**config.mk**
```make
export PLATFORM = sky130hd
export DESIGN_NAME = pvsi_top
export DESIGN_NICKNAME = d
export VERILOG_FILES = /design/src/include/pvsi_pkg.sv /design/src/design/pvsi_top.sv
export VERILOG_INCLUDE_DIRS = /design/src /design/src/include
export SDC_FILE = /design/constraint.sdc
export NUM_CORES = 1
export LEC_CHECK = 0
export BUFFER_PORTS_ARGS = -buffer_cell sky130_fd_sc_hd__buf_2
export CAP_MARGIN = 20
export CELL_PAD_IN_SITES_DETAIL_PLACEMENT = 0
export CELL_PAD_IN_SITES_GLOBAL_PLACEMENT = 1
export CORE_MARGIN = 5
export CORE_UTILIZATION = 44
export DETAILED_ROUTE_END_ITERATION = 6
export PLACE_DENSITY_LB_ADDON = 0.3
export SETUP_SLACK_MARGIN = 0.5
export SYNTH_ARGS = -nofsm -noshare
export SYNTH_HDL_FRONTEND = slang
export SYNTH_SLANG_ARGS = --single-unit
```
**constraint.sdc**
```tcl
create_clock -name pclk -period 6.1 [get_ports pclk]
set_input_delay 0.305 -clock pclk [delete_from_list [all_inputs] [get_ports pclk]]
set_output_delay 0.305 -clock pclk [all_outputs]
set_load 0.01 [all_outputs]
```
**src/include/pvsi_defs.svh**
```systemverilog
// Offsets, field positions, reset values and widths for the pixel sync block
`ifndef PVSI_DEFS_SVH
`define PVSI_DEFS_SVH
// ****************************************
// Register byte offsets
// ****************************************
`define PVSI_OFF_CONFIG 12'h000
`define PVSI_OFF_HS_DUR 12'h004
`define PVSI_OFF_VS_DUR 12'h008
`define PVSI_OFF_LINE_LEN 12'h00C
`define PVSI_OFF_LINE_CNT 12'h010
`define PVSI_OFF_HBLANK 12'h014
`define PVSI_OFF_SYNC_EN 12'h018
`define PVSI_OFF_START 12'h01C
`define PVSI_OFF_STATUS 12'h020
// ****************************************
// Configuration fields
// ****************************************
`define PVSI_CFG_DECOMP 0
`define PVSI_CFG_MODE444 1
`define PVSI_CFG_MASTER 3
`define PVSI_CFG_W 4
// ****************************************
// Status fields and reset values
// ****************************************
`define PVSI_ST_BUSY 0
`define PVSI_ST_DONE 1
`define PVSI_CFG_RST 4'h0
`define PVSI_DUR_RST 16'h0004
`define PVSI_LEN_RST 16'h0010
`define PVSI_ZERO32 32'h0000_0000
`define PVSI_ONE16 16'h0001
`define PVSI_ZERO16 16'h0000
`endif

```
**src/include/pvsi_pkg.sv**
```systemverilog
// Types shared by the pixel sync block
package pvsi_pkg;
  typedef enum logic [6:0] {
    PVSI_IDLE = 7'b000_0001,
    PVSI_VS_PULSE = 7'b000_0010,
    PVSI_VS_WAIT = 7'b000_0100,
    PVSI_HS_PULSE = 7'b000_1000,
    PVSI_HS_WAIT = 7'b001_0000,
    PVSI_ACTIVE = 7'b010_0000,
    PVSI_HBLANK = 7'b100_0000
  } pvsi_state_e;
endpackage

```
**src/design/pvsi_top.sv**
```systemverilog
// Video-side pixel interface: sync generation and detection, strobes, APB registers
//
// Operation
// - Output latch strobe low only on active reads
// - Freeze low holds every video-side output except the sync enables
// - Master mode drives line sync low pulse
// - Line sync width from its duration register
// - Slave mode: line sync is an input
// - Slave line sync taken on falling edge
// - Master frame sync pulse precedes each run
// - Slave frame sync taken on falling edge
// - Blanking changes with address, phase high
// - Compression: blanking high during written line
// - Decompression: blanking low during active reads
// - All video logic on the pixel clock
// - Phase high means write cycle, else read
// - Quarter-rate clock used only in 444 modes
// - Sixteen-bit strip address output
// - Input buffer enable low on active writes in compression only
`timescale 1ns/10ps
`include "pvsi_defs.svh"
module pvsi_top import pvsi_pkg::*; #(
  parameter int AW = 16,
  parameter int PW = 24
) (
  input wire logic pclk,
  input wire logic presetn,
  input wire logic clk_en,
  input wire logic psel,
  input wire logic penable,
  input wire logic pwrite,
  input wire logic [11:0] paddr,
  input wire logic [31:0] pwdata,
  output logic [31:0] prdata,
  output logic pready,
  output logic pslverr,
  input wire logic freeze_n,
  input wire logic strip_rw_phase,
  input wire logic quarter_rate_clock,
  output logic [AW-1:0] strip_address,
  input wire logic [PW-1:0] pixel_bus_i,
  output logic [PW-1:0] pixel_bus_o,
  output logic pixel_bus_oe,
  input wire logic [PW-1:0] core_pixel,
  output logic [PW-1:0] captured_pixel,
  output logic strip_read_enable_n,
  output logic strip_write_enable_n,
  output logic pixel_input_buffer_enable_n,
  output logic pixel_out_latch_n,
  output logic blank,
  input wire logic hsync_i,
  output logic hsync_o,
  output logic hsync_oe,
  input wire logic vsync_i,
  output logic vsync_o,
  output logic vsync_oe
);
  // ****************************************
  // Register file
  // ****************************************
  logic [`PVSI_CFG_W-1:0] cfg_r, cfg_nxt;
  logic [15:0] hs_dur_r, hs_dur_nxt, vs_dur_r, vs_dur_nxt;
  logic [15:0] line_len_r, line_len_nxt, line_cnt_r, line_cnt_nxt;
  logic [15:0] hblank_r, hblank_nxt;
  logic sync_en_r, sync_en_nxt, start_r, start_nxt, done_r, done_nxt;
  logic [31:0] prdata_r, prdata_nxt;
  logic pready_r, pready_nxt, pslverr_r, pslverr_nxt;
  logic wr_hit, rd_hit, hit, run_end;
  pvsi_state_e st_r, st_nxt;

  assign hit = psel & penable & ~pready_r;
  assign wr_hit = hit & pwrite;
  assign rd_hit = hit & ~pwrite;

  // Decode; one wait state so every answer comes from a flop
  always_comb begin
    cfg_nxt = cfg_r;
    hs_dur_nxt = hs_dur_r;
    vs_dur_nxt = vs_dur_r;
    line_len_nxt = line_len_r;
    line_cnt_nxt = line_cnt_r;
    hblank_nxt = hblank_r;
    sync_en_nxt = sync_en_r;
    start_nxt = start_r;
    done_nxt = done_r;
    prdata_nxt = prdata_r;
    pready_nxt = hit;
    pslverr_nxt = 1'b0;
    if (st_r == PVSI_IDLE && start_r && sync_en_r && freeze_n) begin
      start_nxt = 1'b0; // Run launches, pending start consumed
    end
    if (wr_hit) begin
      unique case (paddr)
        `PVSI_OFF_CONFIG: cfg_nxt = pwdata[`PVSI_CFG_W-1:0];
        `PVSI_OFF_HS_DUR: hs_dur_nxt = pwdata[15:0];
        `PVSI_OFF_VS_DUR: vs_dur_nxt = pwdata[15:0];
        `PVSI_OFF_LINE_LEN: line_len_nxt = pwdata[15:0];
        `PVSI_OFF_LINE_CNT: line_cnt_nxt = pwdata[15:0];
        `PVSI_OFF_HBLANK: hblank_nxt = pwdata[15:0];
        `PVSI_OFF_SYNC_EN: sync_en_nxt = pwdata[0];
        `PVSI_OFF_START: begin
          start_nxt = pwdata[0];
          done_nxt = 1'b0;
        end
        `PVSI_OFF_STATUS: done_nxt = done_r & ~pwdata[`PVSI_ST_DONE];
        default: pslverr_nxt = 1'b1;
      endcase
    end
    if (rd_hit) begin
      prdata_nxt = `PVSI_ZERO32;
      unique case (paddr)
        `PVSI_OFF_CONFIG: prdata_nxt[`PVSI_CFG_W-1:0] = cfg_r;
        `PVSI_OFF_HS_DUR: prdata_nxt[15:0] = hs_dur_r;
        `PVSI_OFF_VS_DUR: prdata_nxt[15:0] = vs_dur_r;
        `PVSI_OFF_LINE_LEN: prdata_nxt[15:0] = line_len_r;
        `PVSI_OFF_LINE_CNT: prdata_nxt[15:0] = line_cnt_r;
        `PVSI_OFF_HBLANK: prdata_nxt[15:0] = hblank_r;
        `PVSI_OFF_SYNC_EN: prdata_nxt[0] = sync_en_r;
        `PVSI_OFF_START: prdata_nxt[0] = start_r;
        `PVSI_OFF_STATUS: begin
          prdata_nxt[`PVSI_ST_BUSY] = (st_r != PVSI_IDLE);
          prdata_nxt[`PVSI_ST_DONE] = done_r;
        end
        default: pslverr_nxt = 1'b1;
      endcase
    end
    if (run_end) begin
      done_nxt = 1'b1; // Hardware set wins over a same-cycle clear
    end
  end

  // Register file flops; clock enable freezes them too
  always_ff @(posedge pclk or negedge presetn) begin
    if (!presetn) begin
      cfg_r <= `PVSI_CFG_RST;
      hs_dur_r <= `PVSI_DUR_RST;
      vs_dur_r <= `PVSI_DUR_RST;
      line_len_r <= `PVSI_LEN_RST;
      line_cnt_r <= `PVSI_LEN_RST;
      hblank_r <= `PVSI_DUR_RST;
      sync_en_r <= 1'b0;
      start_r <= 1'b0;
      done_r <= 1'b0;
      prdata_r <= `PVSI_ZERO32;
      pready_r <= 1'b0;
      pslverr_r <= 1'b0;
    end else if (clk_en) begin
      cfg_r <= cfg_nxt;
      hs_dur_r <= hs_dur_nxt;
      vs_dur_r <= vs_dur_nxt;
      line_len_r <= line_len_nxt;
      line_cnt_r <= line_cnt_nxt;
      hblank_r <= hblank_nxt;
      sync_en_r <= sync_en_nxt;
      start_r <= start_nxt;
      done_r <= done_nxt;
      prdata_r <= prdata_nxt;
      pready_r <= pready_nxt;
      pslverr_r <= pslverr_nxt;
    end
  end

  assign prdata = prdata_r;
  assign pready = pready_r;
  assign pslverr = pslverr_r;

  // ****************************************
  // Video side
  // ****************************************
  logic master, decomp, step, wr_slot, hs_fall, vs_fall, last_pix, last_line;
  logic [15:0] cnt_r, cnt_nxt, pix_r, pix_nxt, ln_r, ln_nxt;
  logic [AW-1:0] addr_r, addr_nxt;
  logic [PW-1:0] pbo_r, pbo_nxt, cap_r, cap_nxt;
  logic pboe_r, pboe_nxt, re_n_r, re_n_nxt, we_n_r, we_n_nxt;
  logic in_n_r, in_n_nxt, out_n_r, out_n_nxt, blank_r, blank_nxt;
  logic hs_o_r, hs_o_nxt, vs_o_r, vs_o_nxt, hs_prev_r, vs_prev_r;

  assign master = cfg_r[`PVSI_CFG_MASTER];
  assign decomp = cfg_r[`PVSI_CFG_DECOMP];
  // Pixel step on write-phase edges; 444 modes also wait for the quarter clock
  assign step = strip_rw_phase & (~cfg_r[`PVSI_CFG_MODE444] | quarter_rate_clock);
  // Write cycle just ahead of a step edge; the quarter clock only moves on phase-high edges, so it is valid here
  assign wr_slot = ~strip_rw_phase & (~cfg_r[`PVSI_CFG_MODE444] | quarter_rate_clock);
  assign hs_fall = hs_prev_r & ~hsync_i;
  assign vs_fall = vs_prev_r & ~vsync_i;
  assign last_pix = (pix_r + `PVSI_ONE16) >= line_len_r;
  assign last_line = (ln_r + `PVSI_ONE16) >= line_cnt_r;
  assign run_end = clk_en & freeze_n & (st_nxt == PVSI_IDLE) & (st_r != PVSI_IDLE);

  // Sequencer and strobes; everything here sits still while frozen
  always_comb begin
    st_nxt = st_r;
    cnt_nxt = cnt_r;
    pix_nxt = pix_r;
    ln_nxt = ln_r;
    addr_nxt = addr_r;
    cap_nxt = cap_r;
    hs_o_nxt = 1'b1;
    vs_o_nxt = 1'b1;
    unique case (st_r)
      PVSI_IDLE: begin
        if (start_r && sync_en_r) begin
          cnt_nxt = `PVSI_ZERO16;
          ln_nxt = `PVSI_ZERO16;
          addr_nxt = '0;
          st_nxt = master ? PVSI_VS_PULSE : PVSI_VS_WAIT;
          vs_o_nxt = ~master;
        end
      end
      PVSI_VS_PULSE: begin
        cnt_nxt = cnt_r + `PVSI_ONE16;
        vs_o_nxt = 1'b0;
        if (cnt_nxt >= vs_dur_r) begin
          vs_o_nxt = 1'b1;
          hs_o_nxt = 1'b0;
          cnt_nxt = `PVSI_ZERO16;
          st_nxt = PVSI_HS_PULSE;
        end
      end
      PVSI_VS_WAIT: if (vs_fall) st_nxt = PVSI_HS_WAIT;
      PVSI_HS_PULSE: begin
        cnt_nxt = cnt_r + `PVSI_ONE16;
        hs_o_nxt = 1'b0;
        if (cnt_nxt >= hs_dur_r) begin
          hs_o_nxt = 1'b1;
          pix_nxt = `PVSI_ZERO16;
          st_nxt = PVSI_ACTIVE;
        end
      end
      PVSI_HS_WAIT: begin
        pix_nxt = `PVSI_ZERO16;
        if (hs_fall) st_nxt = PVSI_ACTIVE;
      end
      PVSI_ACTIVE: begin
        if (step) begin
          addr_nxt = addr_r + 1'b1;
          pix_nxt = pix_r + `PVSI_ONE16;
          if (!decomp) cap_nxt = pixel_bus_i;
          if (last_pix) begin
            cnt_nxt = `PVSI_ZERO16;
            st_nxt = PVSI_HBLANK;
          end
        end
      end
      PVSI_HBLANK: begin
        cnt_nxt = cnt_r + `PVSI_ONE16;
        if (!master || cnt_nxt >= hblank_r) begin
          cnt_nxt = `PVSI_ZERO16;
          ln_nxt = ln_r + `PVSI_ONE16;
          if (last_line) begin
            st_nxt = PVSI_IDLE;
          end else if (master) begin
            hs_o_nxt = 1'b0;
            st_nxt = PVSI_HS_PULSE;
          end else begin
            st_nxt = PVSI_HS_WAIT;
          end
        end
      end
    endcase
    // Write strobes cover the cycle before a step, read strobes the cycle after it: one pair per pixel
    we_n_nxt = ~((st_nxt == PVSI_ACTIVE) & wr_slot);
    re_n_nxt = ~((st_r == PVSI_ACTIVE) & step);
    in_n_nxt = ~((st_nxt == PVSI_ACTIVE) & ~decomp & wr_slot);
    out_n_nxt = ~((st_r == PVSI_ACTIVE) & decomp & step);
    pboe_nxt = (st_nxt == PVSI_ACTIVE) & decomp & wr_slot;
    pbo_nxt = pboe_nxt ? core_pixel : pbo_r;
    // Blanking moves only on phase-high edges, in step with the address
    blank_nxt = blank_r;
    if (strip_rw_phase) begin
      if (decomp) begin
        blank_nxt = (st_nxt != PVSI_ACTIVE);
      end else begin
        blank_nxt = (st_nxt == PVSI_ACTIVE);
      end
    end
  end

  // Video flops on the pixel clock; freeze gates every one so resume is exact
  always_ff @(posedge pclk or negedge presetn) begin
    if (!presetn) begin
      st_r <= PVSI_IDLE;
      cnt_r <= `PVSI_ZERO16;
      pix_r <= `PVSI_ZERO16;
      ln_r <= `PVSI_ZERO16;
      addr_r <= '0;
      cap_r <= '0;
      pbo_r <= '0;
      pboe_r <= 1'b0;
      re_n_r <= 1'b1;
      we_n_r <= 1'b1;
      in_n_r <= 1'b1;
      out_n_r <= 1'b1;
      blank_r <= 1'b1;
      hs_o_r <= 1'b1;
      vs_o_r <= 1'b1;
      hs_prev_r <= 1'b1;
      vs_prev_r <= 1'b1;
    end else if (clk_en && freeze_n) begin
      st_r <= st_nxt;
      cnt_r <= cnt_nxt;
      pix_r <= pix_nxt;
      ln_r <= ln_nxt;
      addr_r <= addr_nxt;
      cap_r <= cap_nxt;
      pbo_r <= pbo_nxt;
      pboe_r <= pboe_nxt;
      re_n_r <= re_n_nxt;
      we_n_r <= we_n_nxt;
      in_n_r <= in_n_nxt;
      out_n_r <= out_n_nxt;
      blank_r <= blank_nxt;
      hs_o_r <= hs_o_nxt;
      vs_o_r <= vs_o_nxt;
      hs_prev_r <= hsync_i;
      vs_prev_r <= vsync_i;
    end
  end

  // Sync enables follow the master bit, a register output
  assign hsync_oe = master;
  assign vsync_oe = master;
  assign hsync_o = hs_o_r;
  assign vsync_o = vs_o_r;
  assign strip_address = addr_r;
  assign pixel_bus_o = pbo_r;
  assign pixel_bus_oe = pboe_r;
  assign captured_pixel = cap_r;
  assign strip_read_enable_n = re_n_r;
  assign strip_write_enable_n = we_n_r;
  assign pixel_input_buffer_enable_n = in_n_r;
  assign pixel_out_latch_n = out_n_r;
  assign blank = blank_r;
endmodule

```
==> metrics.md, run 1 <==
| Metric | Value |
|---|---|
| Number of global-route vias before repair | 10700 |
| Synth warn | 0 |
| # setup viols final | 0 |
| TNS Setup | 0 ns |
| Nets@finish | 1694 |
| Clock sinks | 234 |
| RR Startpoint | pix_r[0] |
| Worst setup EP type | flop |
| Combinational Power Share | 19.8% |
| Crit path buf inv count | 1 |
| Multi-input gate area | 6490 µm² |
| EDFF count, synth | 0 |
| Worst-path cell chain | ha_1 -> nand2_1 -> nor4_2 -> and3_1 -> nand3_1 -> xnor2_1 -> ha_1 -> nand4_1 -> nor3_1 -> o21ai_1 -> o31ai_1 -> a21oi_1 -> or3_1 -> ha_1 -> and3_1 -> buf_16 -> mux2_2 |
| IO Pins | 211 |
| Drt pass-1 iters | 5 |
| Ys async rst share | 100% |
| Final hold violation count | 0 |
| Sw Pwr | 0.00130 W |
| Cell Area, Synth | 13100 µm² |
| Vias | 10500 |
| Post-DRT Antenna Nets | 0 |
| Num rows | 63 |
| Max-slew headroom | 27.8% |
| Total Power Consumption | 0.00425 W |
| Most used cell, CP | ha_1 |
| Least-Margin Pin Slew | 1.08 ns |
| Max-cap viol count | 0 |
| Initial antenna violation count | 1 |
| Pre-CTS WS | 1.03 ns |
| Gr ovfl total | 0 |
| Hold_sp | core_pixel[14] |
| Most frequent cells in the layout | dfrtp_1 (219), buf_2 (177), nand2_1 (122), inv_1 (96), nor2_1 (90) |
| Fmax | 198 MHz |
| Number of antenna diodes | 0 |
| Post-layout util | 52.8% |
| CTS tree | yes |
| Setup Fix Bufs, Post-CTS | 0 |
| Initial DRC Count | 694 |
| Die area | 33200 µm² |
| Reg clk slew, reported paths | 0.06 ns |
| Crit share post-route | 82.7% |
| Data required, critical path | 6.52 ns |
| Die H | 182 µm |
| First-pass GRT wire length | 59000 µm |
| Sw frac | 30.7% |
| Startpoint types | flop |
| Share of cells above drive strength 1 | 22.3% |
| Final min period | 5.04 ns |
| Die W | 182 µm |
| HP Class | input pin to flop |
| Fillers | 2676 |
| Register area | 5870 µm² |
| Clock power frac | 37.2% |
| Critical path peak fanout | 21 |
| Post-CTS Resized | 0 |
| WS Path Type | flop to flop |
| Clk Latency, worst-skew pair | 0.54 ns |
| Port Buffers | 178 |
| Vias per cell | 5.49 |
| Sequential area share after synthesis | 45.0% |
| CTS Root Cell | clkbuf_16 |
| Total wire length | 37100 µm |
| Crit path DAT | 5.47 ns |
| Mean routed wirelength per cell | 19.4 µm |
| Num CTS Buffers | 27 |
| Clk buf depth | 3 |
| Placeable Area | 29500 µm² |
| CP Launch Point | pix_r[0] |
| Internal | 0.00295 W |
| Most common cell after layout, fill and taps aside | dfrtp_1 |
| Residual DRC | 0 |
| Primary FF master, synth | dfrtp_1 |
| Initial cell density of the core | 44.3% |
| GPL Wtd Cong | 0.854 |
| Total Routing Usage GR | 21.9% |
| Run status | completed |
| Max incr delay on CP | 0.53 ns |
| Hold bufs inserted after CTS | 49 |
| RSZ-0062 raised after global routing | no |
| Max IR drop VDD | 0.255 mV |
| Cells after synthesis | 1296 |
| Post-Syn Area per Cell | 10.1 µm² |
| Leakage | 7.68 nW |
| HPWL Detailed | 26500 µm |
| Yosys cell types | 71 |
| Worst Skew | 0.0128 ns |
| P&R area growth vs syn | 19.4% |
| Pwr Density | 273 nW/µm² |
| Critical-path top delay cell | or3_1 |
| Seq cells post-synth | 234 |
| Top Family by Delay on Critical Path | simple AND/OR/NAND/NOR gates |
| Setup WS post-layout | 1.06 ns |
| Sequential share of power | 43.0% |
| Largest net degree at the start of global routing | 137 |
| H-tree Lvls | 1 |
| Final Max Slew Viols | 0 |
==> flip-flops by register name (all words and copies together) (netlist names), 4 cells and up <==
signal,cells
captured_pixel,24
cfg_r,4
cnt_r,16
hblank_r,16
hs_dur_r,16
line_cnt_r,16
line_len_r,16
ln_r,16
pix_r,16
pixel_bus_o,24
prdata,16
st_r,7
strip_address,16
vs_dur_r,16
==> power by group through the flow <==
| stage | Combinational [W] | Sequential (W) | Clock (W) |
|---|---|---|---|
| 3_3_place_gp | 0.000797 | 0.00184 | 0 |
| 3_5_place_dp | 0.000812 | 0.00185 | 0 |
| 2_1_floorplan | 0.000497 | 0.00184 | 0 |
| 4_1_cts | 0.000838 | 0.00182 | 0.00161 |
| 6_report | 0.000842 | 0.00183 | 0.00158 |
| 5_1_grt | 0.000927 | 0.00185 | 0.00168 |
==> worst register-to-register path, stage by stage (launching register included) <==
cell and delay [ns]:
dfrtp_1 0.42, ha_1 0.29, nand2_1 0.12, nor4_2 0.43
and3_1 0.31, nand3_1 0.11, xnor2_1 0.16, ha_1 0.31
nand4_1 0.09, nor3_1 0.34, o21ai_1 0.13, o31ai_1 0.42
a21oi_1 0.28, or3_1 0.53, ha_1 0.21, and3_1 0.27
buf_16 0.22, mux2_2 0.29
==> cell usage after synthesis, types with 7 or more instances <==
library cell,count,area share [%]
nand3_1,36,1.4
nor3_1,8,0.31
xor2_1,22,1.5
dfstp_2,15,3.0
o31ai_1,18,1.0
and2_1,7,0.34
buf_4,19,1.1
o21ai_1,8,0.31
xnor2_1,33,2.2
o21ai_0,81,3.1
nand2b_1,9,0.43
and3_1,19,0.91
nand2_1,122,3.5
dfrtp_1,219,42
a21oi_1,48,1.8
clkbuf_1,32,0.92
a22oi_1,14,0.81
a31oi_1,7,0.34
nor2_1,90,2.6
buf_2,18,0.69
mux2_2,75,6.5
a211oi_1,7,0.40
a21o_1,15,0.86
a22o_1,18,1.2
a221oi_1,20,1.3
inv_1,96,2.8
nand4_1,21,1.0
ha_1,86,8.2
mux2_1,38,3.3
a221o_1,7,0.54
==> stage by stage <==
| step | hold slack [ns] | cell area [µm²] | instances |
|---|---|---|---|
| 6_report | 0.0375 | 15600 | 1916 |
| 5_1_grt | 0.00594 | 15600 | 1916 |
| 4_1_cts | 0.00720 | 15600 | 1915 |
| 3_5_place_dp | 0.450 | 14200 | 1816 |
| 3_3_place_gp | 0.446 | 14200 | 1815 |
| 2_1_floorplan | 0.00941 | 13100 | 1311 |
==> final timing paths <==
| kind | endpoint | slack (ns) | depth (start not counted) |
|---|---|---|---|
| worst max-delay path | pixel_bus_o[17] | 1.06 | 17 |
| worst min register to register | hs_prev_r | 0.46 | 2 |
| max in group asynchronous | strip_address[5] | 4.13 | 3 |
| worst max register to register | pixel_bus_o[17] | 1.06 | 17 |
| min in group asynchronous | ln_r[11] | 0.48 | 2 |
| worst min-delay path | pixel_bus_o[14] | 0.04 | 2 |
==> cell type report <==
class                           instances  share of cell area (%)
Multi-Input combinational cell        907                    41.7
Clock inverter                          7                   0.265
Inverter                               96                    2.31
Clock buffer                           43                    5.24
Sequential cell                       234                    37.7
Tap cell                              390                    3.13
Timing Repair Buffer                  239                    9.65
==> kinds of logic after synthesis <==
| family | after synthesis | synth area share (%) |
|---|---|---|
| xor+xnor | 55 | 3.69 |
| compound gates | 275 | 13.9 |
| mux | 116 | 9.98 |
| simple gates | 359 | 13.4 |
| flops | 234 | 45.0 |
| buf+inv | 170 | 5.72 |
| other cells | 1 | 0.0287 |
| fa+ha+maj | 86 | 8.25 |
==> routing by layer <==
layer / up-vias / GRT usage [%] / routed length (µm)
met5: - / 0 / 13
met3: 44 / 4.33 / 2360
met1: 5163 / 30.1 / 16600
met4: 2 / 4.92 / 743
li1: 4985 / - / -
met2: 326 / 36.0 / 17400
Power figures use the tool's default switching activity.
==> inputs of run 2 (changes only) <==
==> constraint.sdc (replaced) <==
create_clock -name pclk -period 5.1 [get_ports pclk]
set_input_delay 0.255 -clock pclk [delete_from_list [all_inputs] [get_ports pclk]]
set_output_delay 0.255 -clock pclk [all_outputs]
set_load 0.01 [all_outputs]
==> run 2 against run 1 <==
  * Global-route usage grew 0.21 points
  * Maximum frequency grew 16%
  * Non-clock buffer count grew 16
  * Final area grew 1.5%
  * Routed wire length is essentially flat
  * Clock-buffer cell count grew 2
  * Sequential power grew 20%
  * Utilization grew 0.81 points
  * First-iteration DRC count grew 5.6%
==> metrics.md, run 2 (synthesis gave the netlist of run 1 again) <==
| Metric | Value |
|---|---|
| CTS tree | yes |
| Placed cell areas | 14300 µm² (+0.21%) |
| Worst Skew | 0.0218 ns (+0.00904 ns) |
| H-tree Lvls | 1 (unchanged) |
| IO Pins | 211 (unchanged) |
| Critical-path top delay cell | a221oi_1 |
| Initial antenna violation count | 0 (-1) |
| CTS Root Cell | clkbuf_16 |
| Fillers | 2688 (+0.45%) |
| Design area | 15800 µm² (+1.5%) |
| Initial DRC Count | 733 (+5.6%) |
| Run status | completed |
| Post-DRT Antenna Nets | 0 (unchanged) |
| Mean routed wirelength per cell | 19.3 µm (-0.68%) |
| Residual DRC | 0 (unchanged) |
| Multi-input gate area | 6560 µm² (+1.1%) |
| GPL Wtd Cong | 0.855 (+0.11%) |
| Total Routing Usage GR | 22.1% (+0.21 points) |
| Worst-path cell chain | ha_1 -> and3_1 -> nand3_1 -> xnor2_1 -> ha_1 -> a21o_1 -> a221oi_1 -> o221ai_2 -> and2_1 -> or3_4 -> ha_1 -> and3_1 -> buf_6 -> mux2_2 |
| Worst setup EP type | flop |
| Largest net degree at the start of global routing | 124 (-9.5%) |
| Pwr Density | 328 nW/µm² (+20%) |
| TNS Setup | 0 ns (unchanged) |
| Number of global-route vias before repair | 10800 (+0.92%) |
| Max IR drop VDD | 0.293 mV (+15%) |
| Final Max Slew Viols | 0 (unchanged) |
| Clock sinks | 234 (unchanged) |
| Total wire length | 37200 µm (about the same) |
| Leakage | 7.81 nW (+1.6%) |
| Max incr delay on CP | 0.61 ns (+0.08 ns) |
| Most used cell, CP | ha_1 |
| Most frequent cells in the layout | dfrtp_1 (219), buf_2 (177), nand2_1 (122), inv_1 (96), nor2_1 (89) |
| # setup viols final | 0 (unchanged) |
| Least-Margin Pin Slew | 1.02 ns (-0.0648 ns) |
| WS Path Type | flop to flop |
| Die H | 182 µm (unchanged) |
| Reg clk slew, reported paths | 0.06 ns (about the same) |
| Final min period | 4.35 ns (-0.694 ns) |
| Number of antenna diodes | 0 (unchanged) |
| Share of cells above drive strength 1 | 22.9% (+0.56 points) |
| Worst reg2reg setup slack | 0.75 ns (-0.31 ns) |
| Max-cap viol count | 0 (unchanged) |
| Drt pass-1 iters | 5 (unchanged) |
| First-pass GRT wire length | 59500 µm (+0.92%) |
| Port Buffers | 178 (unchanged) |
| Critical path peak fanout | 25 (+19%) |
| Die W | 182 µm (unchanged) |
| Register area | 5870 µm² (unchanged) |
| P&R area growth vs syn | 21.2% |
| Fmax | 230 MHz (+16%) |
| Gr ovfl total | 0 (unchanged) |
| Num CTS Buffers | 27 (unchanged) |
| Final hold violation count | 0 (unchanged) |
| HP Class | input pin to flop |
| Placeable Area | 29500 µm² (unchanged) |
| Data required, critical path | 5.53 ns (-0.99 ns) |
| Startpoint types | flop |
| Vias per cell | 5.47 (-0.31%) |
| Most common cell after layout, fill and taps aside | dfrtp_1 |
| Nets@finish | 1710 (+0.94%) |
| Initial cell density of the core | 44.3% (unchanged) |
| Die area | 33200 µm² (unchanged) |
| HPWL Detailed | 26400 µm (-0.60%) |
| Max-slew headroom | 31.9% (+4.1 points) |
| Clk buf depth | 3 (unchanged) |
| RSZ-0062 raised after global routing | no |
| Num rows | 63 (unchanged) |
| Crit share post-route | 85.3% (+2.6 points) |
| Clk Latency, worst-skew pair | 0.54 ns (about the same) |
| Crit path DAT | 4.78 ns (-0.69 ns) |
| Vias | 10600 (+0.47%) |
[run 2: area by class of cell]
type / count / share of cell area, %
well taps: 390 / 3.08
multi-input cells: 907 / 41.5
clock buffers: 45 / 5.14
flip-flops and latches: 234 / 37.1
clock inverters: 4 / 0.467
inverters: 96 / 2.28
repair buffers: 255 / 10.4
[run 2: through the flow]
step / setup slack, ns / hold WS [ns] / total power [W] / utilization, % / cells
floorplan: 0.828 / -0.0406 / 0.00279 / - / 1311
global placement: 0.320 / 0.395 / 0.00317 / 48.3 / 1821
detailed placement: 0.259 / 0.394 / 0.00319 / 48.3 / 1821
CTS: 0.561 / 0.00336 / 0.00521 / 53.5 / 1930
global route: 0.511 / 0.0269 / 0.00544 / 53.7 / 1931
finish: 0.751 / 0.0268 / 0.00519 / 53.7 / 1931
[run 2: worst max-delay path, delay by kind of cell (launching register included)]
kind / cells / cell delay (ns)
AO/OA/AOI/OAI: 3 / 1.03
XOR/XNOR: 1 / 0.36
adder cells (fa/ha/maj): 3 / 0.76
buffers and inverters: 1 / 0.19
flip-flops: 1 / 0.47
multiplexers: 1 / 0.30
AND/OR/NAND/NOR: 5 / 1.12
[run 2: what timing repair did]
action / CTS / global route
setup buffers: 0 / 1
hold buffers: 60 / 0
gates resized for setup: 5 / 8
endpoints found under the hold margin: 165 / 0
pin swaps: 0 / 1
setup endpoints to repair: 25 / 52
[run 2: path summary, 6_finish.rpt]
path / from / end / cells after the start
max: cnt_r[0] / pixel_bus_o[9] / 14
min: pwdata[15] / line_len_r[15] / 3
max reg2reg: cnt_r[0] / pixel_bus_o[9] / 14
min reg2reg: hs_prev_r / hs_prev_r / 2
max in group asynchronous: presetn / captured_pixel[11] / 3
min in group asynchronous: presetn / ln_r[11] / 2
[run 2: power breakdown]
part	switching (W)	internal, W
Sequential	0.000166	0.00202
Clock	0.000787	0.00118
Combinational	0.000599	0.000438
[run 2: metal layers]
metal,share of wire (%),vias to the layer above,GRT usage (%),routed length (µm)
met1,44,5175,29.7,16300
li1,-,5023,-,-
met5,0,-,0,0
met4,2.5,0,5.25,940
met2,47,313,36.1,17300
met3,7.1,58,5.48,2620
